[src/hdl/usb_err_defs.svh]
// Offsets, field positions, reset values and sizes for the USB error/status block
`ifndef USB_ERR_DEFS_SVH
`define USB_ERR_DEFS_SVH

// ==========================================================================
// Register byte offsets
`define OFS_MAIN_IRQ_FLAGS   8'h00
`define OFS_MAIN_IRQ_ENABLE  8'h04
`define OFS_ERR_FLAGS        8'h08
`define OFS_ERR_IRQ_ENABLE   8'h0C
`define OFS_TRN_STATUS       8'h10
`define OFS_CONTROL          8'h14

// ==========================================================================
// Field positions
`define BIT_ERR_SUMMARY      1
`define BIT_ERR_MASTER_EN    1
`define BIT_TRN_DONE         3
`define BIT_HOST_MODE        0
`define STAT_EP_MSB          7
`define STAT_EP_LSB          4
`define STAT_DIR             3
`define STAT_BANK            2

// ==========================================================================
// Reset values and sizes
`define RST_ERR_IRQ_ENABLE   8'h00
`define RST_MAIN_IRQ_ENABLE  8'h00
`define TRN_FIFO_DEPTH       3'h4
`define NUM_ERR_FLAGS        8

`endif

[src/hdl/usb_err_pkg.sv]
// Types shared by the USB error/status block
package usb_err_pkg;

	// ==========================================================================
	// One completed-transaction record
	typedef struct packed {
		logic [3:0] endpoint;
		logic       tx;
		logic       odd_bank;
	} trn_entry_t;

	// ==========================================================================
	// Register bus answer states
	typedef enum logic [0:0] {
		APB_IDLE,
		APB_ACK
	} apb_state_t;

endpackage

[src/hdl/err_flag_bit.sv]
// One sticky error flag: hardware sets, software writes one to clear
`timescale 1ns/1ps
module err_flag_bit (
	input  wire logic i_ref_clk,
	input  wire logic i_arst_n,
	input  wire logic i_set,
	input  wire logic i_clear,
	output logic      o_flag
);
	// ==========================================================================
	// Set beats clear so an event in the clearing cycle is never lost
	wire next_flag = i_set | (o_flag & ~i_clear);

	always_ff @(posedge i_ref_clk or negedge i_arst_n) begin
		if (!i_arst_n) begin
			o_flag <= 1'b0;
		end else begin
			o_flag <= next_flag;
		end
	end
endmodule // err_flag_bit

[src/hdl/trn_status_fifo.sv]
// Four-entry FIFO of completed-transaction records
`timescale 1ns/1ps
`include "usb_err_defs.svh"
module trn_status_fifo (
	input  wire logic                    i_ref_clk,
	input  wire logic                    i_arst_n,
	input  wire logic                    i_push,
	input  wire usb_err_pkg::trn_entry_t i_entry,
	input  wire logic                    i_pop,
	output usb_err_pkg::trn_entry_t      o_head,
	output logic [2:0]                   o_count,
	output logic [2:0]                   o_count_next,
	output logic                         o_push_ok
);
	// ==========================================================================
	// Storage and pointers
	usb_err_pkg::trn_entry_t mem [0:3];
	logic [1:0]              wr_ptr;
	logic [1:0]              rd_ptr;

	// Full refuses pushes; pop only when something is held
	wire pop_ok = i_pop & (o_count != 3'h0);
	assign o_push_ok    = i_push & (o_count != `TRN_FIFO_DEPTH);
	assign o_count_next = o_count + {2'h0, o_push_ok} - {2'h0, pop_ok};
	assign o_head       = mem[rd_ptr];

	// Pointers and count
	always_ff @(posedge i_ref_clk or negedge i_arst_n) begin
		if (!i_arst_n) begin
			wr_ptr  <= 2'h0;
			rd_ptr  <= 2'h0;
			o_count <= 3'h0;
		end else begin
			wr_ptr  <= wr_ptr + {1'b0, o_push_ok};
			rd_ptr  <= rd_ptr + {1'b0, pop_ok};
			o_count <= o_count_next;
		end
	end

	// Record write; contents need no reset, they are invalid while empty
	always_ff @(posedge i_ref_clk) begin
		if (o_push_ok) begin
			mem[wr_ptr] <= i_entry;
		end
	end
endmodule // trn_status_fifo

[src/hdl/usb_err_status.sv]
// USB error interrupt enables and transaction status FIFO behind an APB slave
`timescale 1ns/1ps
`include "usb_err_defs.svh"

// Behaviour
// - Enable bit 7 gates bit-stuff error
// - Enable bit 6 gates bus matrix error
// - Enable bit 5 gates DMA error
// - Enable bit 4 gates turnaround timeout error
// - Enable bit 3 gates field size error
// - Enable bit 2 gates data CRC failure
// - Bit 1: token CRC device, EOF host
// - Enable bit 0 gates packet ID check
// - Bits 31 to 8 read zero
// - Error interrupt needs master enable bit 1
// - Status shows head of four-entry FIFO
// - Status valid only while done flag set
// - Clearing done flag advances the FIFO
// - Bits 7:4 hold endpoint number
// - Bit 3 one for transmit
// - Bit 2 one for odd bank
module usb_err_status (
	input  wire logic        i_ref_clk,
	input  wire logic        i_arst_n,
	input  wire logic        i_psel,
	input  wire logic        i_penable,
	input  wire logic        i_pwrite,
	input  wire logic [7:0]  i_paddr,
	input  wire logic [31:0] i_pwdata,
	output logic             o_pready,
	output logic [31:0]      o_prdata,
	output logic             o_pslverr,
	input  wire logic [7:0]  i_err_event,
	input  wire logic        i_trn_push,
	input  wire logic [3:0]  i_trn_endpoint,
	input  wire logic        i_trn_tx,
	input  wire logic        i_trn_odd,
	output logic             o_trn_ready,
	output logic             o_usb_irq_flag,
	output logic             o_host_mode
);
	// ==========================================================================
	// State
	usb_err_pkg::apb_state_t state;
	usb_err_pkg::apb_state_t next_state;
	usb_err_pkg::trn_entry_t head;
	usb_err_pkg::trn_entry_t push_entry;
	logic [7:0]              err_enable;
	logic [7:0]              main_enable;
	logic [7:0]              err_flags;
	logic [2:0]              fifo_count;
	logic [2:0]              fifo_count_next;
	logic                    push_ok;

	// ==========================================================================
	// Bus decode
	wire access      = i_psel & i_penable;
	wire commit      = access & o_pready;
	wire wr_commit   = commit & i_pwrite;
	wire sel_flags   = (i_paddr == `OFS_MAIN_IRQ_FLAGS);
	wire sel_men     = (i_paddr == `OFS_MAIN_IRQ_ENABLE);
	wire sel_eflags  = (i_paddr == `OFS_ERR_FLAGS);
	wire sel_een     = (i_paddr == `OFS_ERR_IRQ_ENABLE);
	wire sel_stat    = (i_paddr == `OFS_TRN_STATUS);
	wire sel_ctrl    = (i_paddr == `OFS_CONTROL);
	wire mapped      = sel_flags | sel_men | sel_eflags | sel_een | sel_stat | sel_ctrl;
	wire wr_mapped   = wr_commit & mapped;

	// ==========================================================================
	// Interrupt gating
	wire [7:0] err_gated = err_flags & err_enable;
	// Bit 1 is one gate whose source the engine picks by mode
	wire err_hit  = |err_gated;
	wire trn_done = (fifo_count != 3'h0);
	wire next_irq = (err_hit & main_enable[`BIT_ERR_MASTER_EN])
		| (trn_done & main_enable[`BIT_TRN_DONE]);

	// Writing one to the done bit pops the head record
	wire pop = wr_commit & sel_flags & i_pwdata[`BIT_TRN_DONE];
	assign push_entry = '{endpoint: i_trn_endpoint, tx: i_trn_tx, odd_bank: i_trn_odd};

	// ==========================================================================
	// Read mux; narrow registers sit low, upper bits stay zero
	wire [7:0] rd_flags = {4'h0, trn_done, 1'b0, err_hit, 1'b0};
	wire [7:0] rd_stat  = {head.endpoint, head.tx, head.odd_bank, 2'h0};
	wire [7:0] rd_byte  =
		sel_flags  ? rd_flags :
		sel_men    ? main_enable :
		sel_eflags ? err_flags :
		sel_een    ? err_enable :
		sel_stat   ? rd_stat :
		sel_ctrl   ? {7'h00, o_host_mode} : 8'h00;
	wire [31:0] next_rdata = {24'h000000, rd_byte};

	// Answer one cycle into the access phase, then drop ready
	assign next_state = (state == usb_err_pkg::APB_IDLE && access) ?
		usb_err_pkg::APB_ACK : usb_err_pkg::APB_IDLE;
	// Data and error ride with ready only, so nothing stale lingers after the answer
	wire answer = (next_state == usb_err_pkg::APB_ACK);

	// ==========================================================================
	// Sticky error flags, one per source
	genvar gi;
	generate
		for (gi = 0; gi < `NUM_ERR_FLAGS; gi = gi + 1) begin : g_err
			err_flag_bit u_flag (
				.i_ref_clk (i_ref_clk),
				.i_arst_n  (i_arst_n),
				.i_set     (i_err_event[gi]),
				.i_clear   (wr_commit & sel_eflags & i_pwdata[gi]),
				.o_flag    (err_flags[gi])
			);
		end
	endgenerate

	// Completed-transaction records
	trn_status_fifo u_fifo (
		.i_ref_clk    (i_ref_clk),
		.i_arst_n     (i_arst_n),
		.i_push       (i_trn_push),
		.i_entry      (push_entry),
		.i_pop        (pop),
		.o_head       (head),
		.o_count      (fifo_count),
		.o_count_next (fifo_count_next),
		.o_push_ok    (push_ok)
	);

	// ==========================================================================
	// Bus answer registers
	always_ff @(posedge i_ref_clk or negedge i_arst_n) begin
		if (!i_arst_n) begin
			state     <= usb_err_pkg::APB_IDLE;
			o_pready  <= 1'b0;
			o_prdata  <= 32'h00000000;
			o_pslverr <= 1'b0;
		end else begin
			state     <= next_state;
			o_pready  <= answer;
			o_prdata  <= (answer && !i_pwrite) ? next_rdata : 32'h00000000;
			o_pslverr <= answer & ~mapped;
		end
	end

	// Software writable registers
	always_ff @(posedge i_ref_clk or negedge i_arst_n) begin
		if (!i_arst_n) begin
			err_enable  <= `RST_ERR_IRQ_ENABLE;
			main_enable <= `RST_MAIN_IRQ_ENABLE;
			o_host_mode <= 1'b0;
		end else begin
			if (wr_mapped && sel_een) begin
				err_enable <= i_pwdata[7:0];
			end
			if (wr_mapped && sel_men) begin
				main_enable <= i_pwdata[7:0];
			end
			if (wr_mapped && sel_ctrl) begin
				o_host_mode <= i_pwdata[`BIT_HOST_MODE];
			end
		end
	end

	// Engine-facing outputs; ready tracks the next fill so a full FIFO stalls pushes
	always_ff @(posedge i_ref_clk or negedge i_arst_n) begin
		if (!i_arst_n) begin
			o_trn_ready    <= 1'b1;
			o_usb_irq_flag <= 1'b0;
		end else begin
			o_trn_ready    <= (fifo_count_next != `TRN_FIFO_DEPTH);
			o_usb_irq_flag <= next_irq;
		end
	end

	// Status fields come from the head record seen in the access cycle
	wire stat_read = (state == usb_err_pkg::APB_IDLE) & access & ~i_pwrite & sel_stat;
endmodule // usb_err_status

[config.mk]
export PLATFORM = sky130hd
export DESIGN_NAME = usb_err_status
export DESIGN_NICKNAME = d
export VERILOG_FILES = /design/src/hdl/usb_err_pkg.sv /design/src/hdl/err_flag_bit.sv /design/src/hdl/trn_status_fifo.sv /design/src/hdl/usb_err_status.sv
export VERILOG_INCLUDE_DIRS = /design/src /design/src/hdl
export SDC_FILE = /design/constraint.sdc
export NUM_CORES = 1
export LEC_CHECK = 0
export BUFFER_PORTS_ARGS = -buffer_cell sky130_fd_sc_hd__buf_2
export CAP_MARGIN = 40
export CORE_ASPECT_RATIO = 0.6
export CORE_MARGIN = 3
export CORE_UTILIZATION = 51
export DETAILED_ROUTE_END_ITERATION = 6
export GPL_TIMING_DRIVEN = 0
export HOLD_SLACK_MARGIN = 0.03
export PLACE_DENSITY = 0.79
export SETUP_SLACK_MARGIN = 0.3
export SLEW_MARGIN = 20
export SYNTH_ARGS = -nofsm -noshare
export SYNTH_HDL_FRONTEND = slang
export SYNTH_SLANG_ARGS = --single-unit
[constraint.sdc]
create_clock -name i_ref_clk -period 3.1 [get_ports i_ref_clk]
set_input_delay 0.155 -clock i_ref_clk [delete_from_list [all_inputs] [get_ports i_ref_clk]]
set_output_delay 0.155 -clock i_ref_clk [all_outputs]
set_load 0.03 [all_outputs]
==> run metrics <==
Pwr per Cell Area 527 nW/um^2; final hold viol count 0; Clk pwr share 0.288; fin. max-slew vios 0; share of layout cells above drive strength 1 0.346; drt total wl 6790 um; largest stage delay on the critical path 0.39 ns; clk buf depth 2; nature of the critical path endpoint register; Pint 0.00148 W; crit path cell chain nand4_1, nor2_1, nand3_1, nor4_1, ha_1, inv_1, ha_1, fa_1, xor2_1, xnor2_1, nand2_1; H-tree levels 3; setup TNS 0 ns; Synth-to-Final Area Change 23.7%; Psw 0.000582 W; DRT Pass-1 Iters 4; unrepaired setup endpoints after global routing false; routability congestion estimate approximately 0.83; Clock Skew 0.00748 ns; most frequent cells in the layout buf_2 (50), dfrtp_1 (43), buf_4 (24), conb_1 (24), edfxtp_1 (24); setup violation total in the final timing report 0; starting density of the core 0.547; Final #Nets around 410; ANT nets after route 0; TritonCTS clock tree built; Critical Path Start Type register; hold wc startpoint i_pwdata[5]; Crit Path Class reg2reg; Synth area leaders dfrtp_1 (34%), edfxtp_1 (23%), mux2_2 (6.8%), buf_4 (5.7%), mux4_2 (4.3%); power share of the combinational group 0.181; initial antenna violation count 0; Die Area 7210 um^2; min Tclk post-route 2.54 ns; clock sink count 68; ANT cells 0; Syn Area/Cell between 10 and 15 um^2; latest clock arrival within the worst-skew pair about 0.35 ns; Core Region just under 6000 um^2; status finished clean; Remaining DRCs 0; die width approximately 110 um; CP required 3.38 ns; worst slew pin tran 0.709 ns; setup repair bufs after CTS 0; Cells after Synth 245; Net Sw Frac 0.282; most frequent CP cell ha_1; Rel. slew slack 0.523; clk slew on worst S/H paths 0.07 ns; leak pwr 1.81 nW; crit path max fanout 3; IO buf count 47; CP startpoint state; fmax 394 MHz; Top-Level Pins 97; reg-to-reg startpoint state; Post-Syn Area around 3200 um^2; Die Height 67.0 um; Routed wire per std cell ~16 um; root buf cell clkbuf_8; HPWL after DPL 5060 um; maxcap violations 0; post-synth top area share 0.340; total chip power 0.00206 W; Yosys warning count 0; CTS buffer count 9; global-route wire length before repair 10700 um; DR vias/cell roughly 5.2; Tcrit/Tclk final 0.818; commonest non-fill, non-tap cell in the layout buf_2; sequential share of power 0.531; biggest area consumer among synthesized cells dfrtp_1; Synth Register Bits ~70; Worst VDD drop about 0.00033 V; pin count of the biggest net entering global routing 32; via count 2206; CP max-delay cell nor4_1; Distinct cells, synth 45; initial DRC count 216; vias in the first global route 2123; GR Overflow Total 0; # rows 21; path type of the worst min-delay path in2reg; gr usage total 0.202; sequential share of the synthesized area 0.577; critical path data arrival time 2.81 ns
==> final timing paths <==
| path | endpoint | slack [ns] | depth (start not counted) |
|---|---|---|---|
| setup / recovery | o_trn_ready | 0.56 | 11 |
| hold reg to reg | u_fifo.rd_ptr[0] | 0.50 | 1 |
| setup reg to reg | o_trn_ready | 0.56 | 11 |
| hold / removal | main_enable[5] | 0.08 | 2 |
| max in group asynchronous | o_trn_ready | 2.33 | 3 |
| min in group asynchronous | o_prdata[2] | 0.24 | 2 |
==> worst max-delay path, delay by kind of cell, from the launching register on <==
| kind | cells | cell delay (ns) |
|---|---|---|
| xor gates and xnor gates | 2 | 0.35 |
| adders and majority gates | 3 | 0.78 |
| buffers and inverters | 1 | 0.05 |
| DFF | 1 | 0.37 |
| and+or+nand+nor | 5 | 0.93 |
==> what timing repair did <==
action | CTS | global route
hold buffers | 15 | 0
gates resized for setup | 0 | 0
hold endpoints to repair | 75 | 0
==> routing by layer <==
metal  up-vias  routed length (um)  global-route usage
met5         -                   0                   0
met4         0                  55              0.0457
met3         8                 600              0.0813
met2        78                3010               0.299
met1      1077                3130               0.280
li1       1043                   -                   -
==> power by group through the flow <==
stage / clock network [W] / registers, W / logic [W]
after floorplan: 0 / 0.00111 / 0.000245
after global placement: 0 / 0.00110 / 0.000346
after global routing: 0.000654 / 0.00110 / 0.000416
final: 0.000592 / 0.00109 / 0.000374
after detailed placement: 0 / 0.00111 / 0.000359
after CTS: 0.000611 / 0.00109 / 0.000376
==> sequential cells by signal (all words and copies together), names as in the netlist <==
signal	cells
main_enable	8
o_prdata	8
state	1
o_host_mode	1
o_trn_ready	1
o_pslverr	1
o_usb_irq_flag	1
u_fifo.o_count	3
u_fifo.wr_ptr	2
u_fifo.mem	24
err_enable	8
u_fifo.rd_ptr	2
g_err.u_flag.o_flag	8
==> kinds of logic after synthesis <==
| logic type | synth area share |
|---|---|
| XOR/XNOR | 0.0111 |
| multiplexers | 0.114 |
| AND/OR/NAND/NOR | 0.107 |
| adder cells (fa/ha/maj) | 0.0222 |
| other | 0.00119 |
| flip-flops | 0.577 |
| AO/OA/AOI/OAI | 0.0843 |
| buffers and inverters | 0.0839 |
==> synthesized netlist by cell type (all sizes together) <==
cell / count
dfrtp: 43
buf: 28
edfxtp: 24
mux2: 19
nand3: 15
a21o: 11
inv: 11
a22oi: 9
nor2: 9
nand2: 7
o21ai: 7
mux4: 6
a21oi: 5
clkbuf: 5
nor2b: 5
ha: 4
a211oi: 3
nand4: 3
nor3: 3
nor4: 3
xor2: 3
and3: 2
and4b: 2
nand3b: 2
or3: 2
a2111oi: 1
a2bb2oi: 1
a311o: 1
a31oi: 1
and3b: 1
conb: 1
dfstp: 1
fa: 1
mux2i: 1
nand2b: 1
nor3b: 1
or2: 1
or4: 1
xnor2: 1
==> through the flow <==
stage | hold WS (ns) | cells | cell area [um^2] | util | worst slack [ns]
after CTS | 0.0628 | 427 | 3910 | 0.676 | 0.558
after floorplan | -0.141 | 268 | 3250 | - | 0.712
after detailed placement | 0.0690 | 397 | 3610 | 0.624 | 0.434
after global routing | 0.0653 | 427 | 3910 | 0.676 | 0.368
after global placement | 0.334 | 395 | 3580 | 0.620 | 0.500
final | 0.0797 | 427 | 3910 | 0.676 | 0.565
==> layout make-up <==
class,count,area (um^2)
fillers,436,1870
flip-flops and latches,68,1820
multi-input cells,156,1160
repair buffers,64,410
plain buffers,33,224
clock buffers,11,131
well taps,80,100
inverters,11,41.3
clock inverters,4,20.0
No activity file was read; power rests on OpenSTA's default activity.
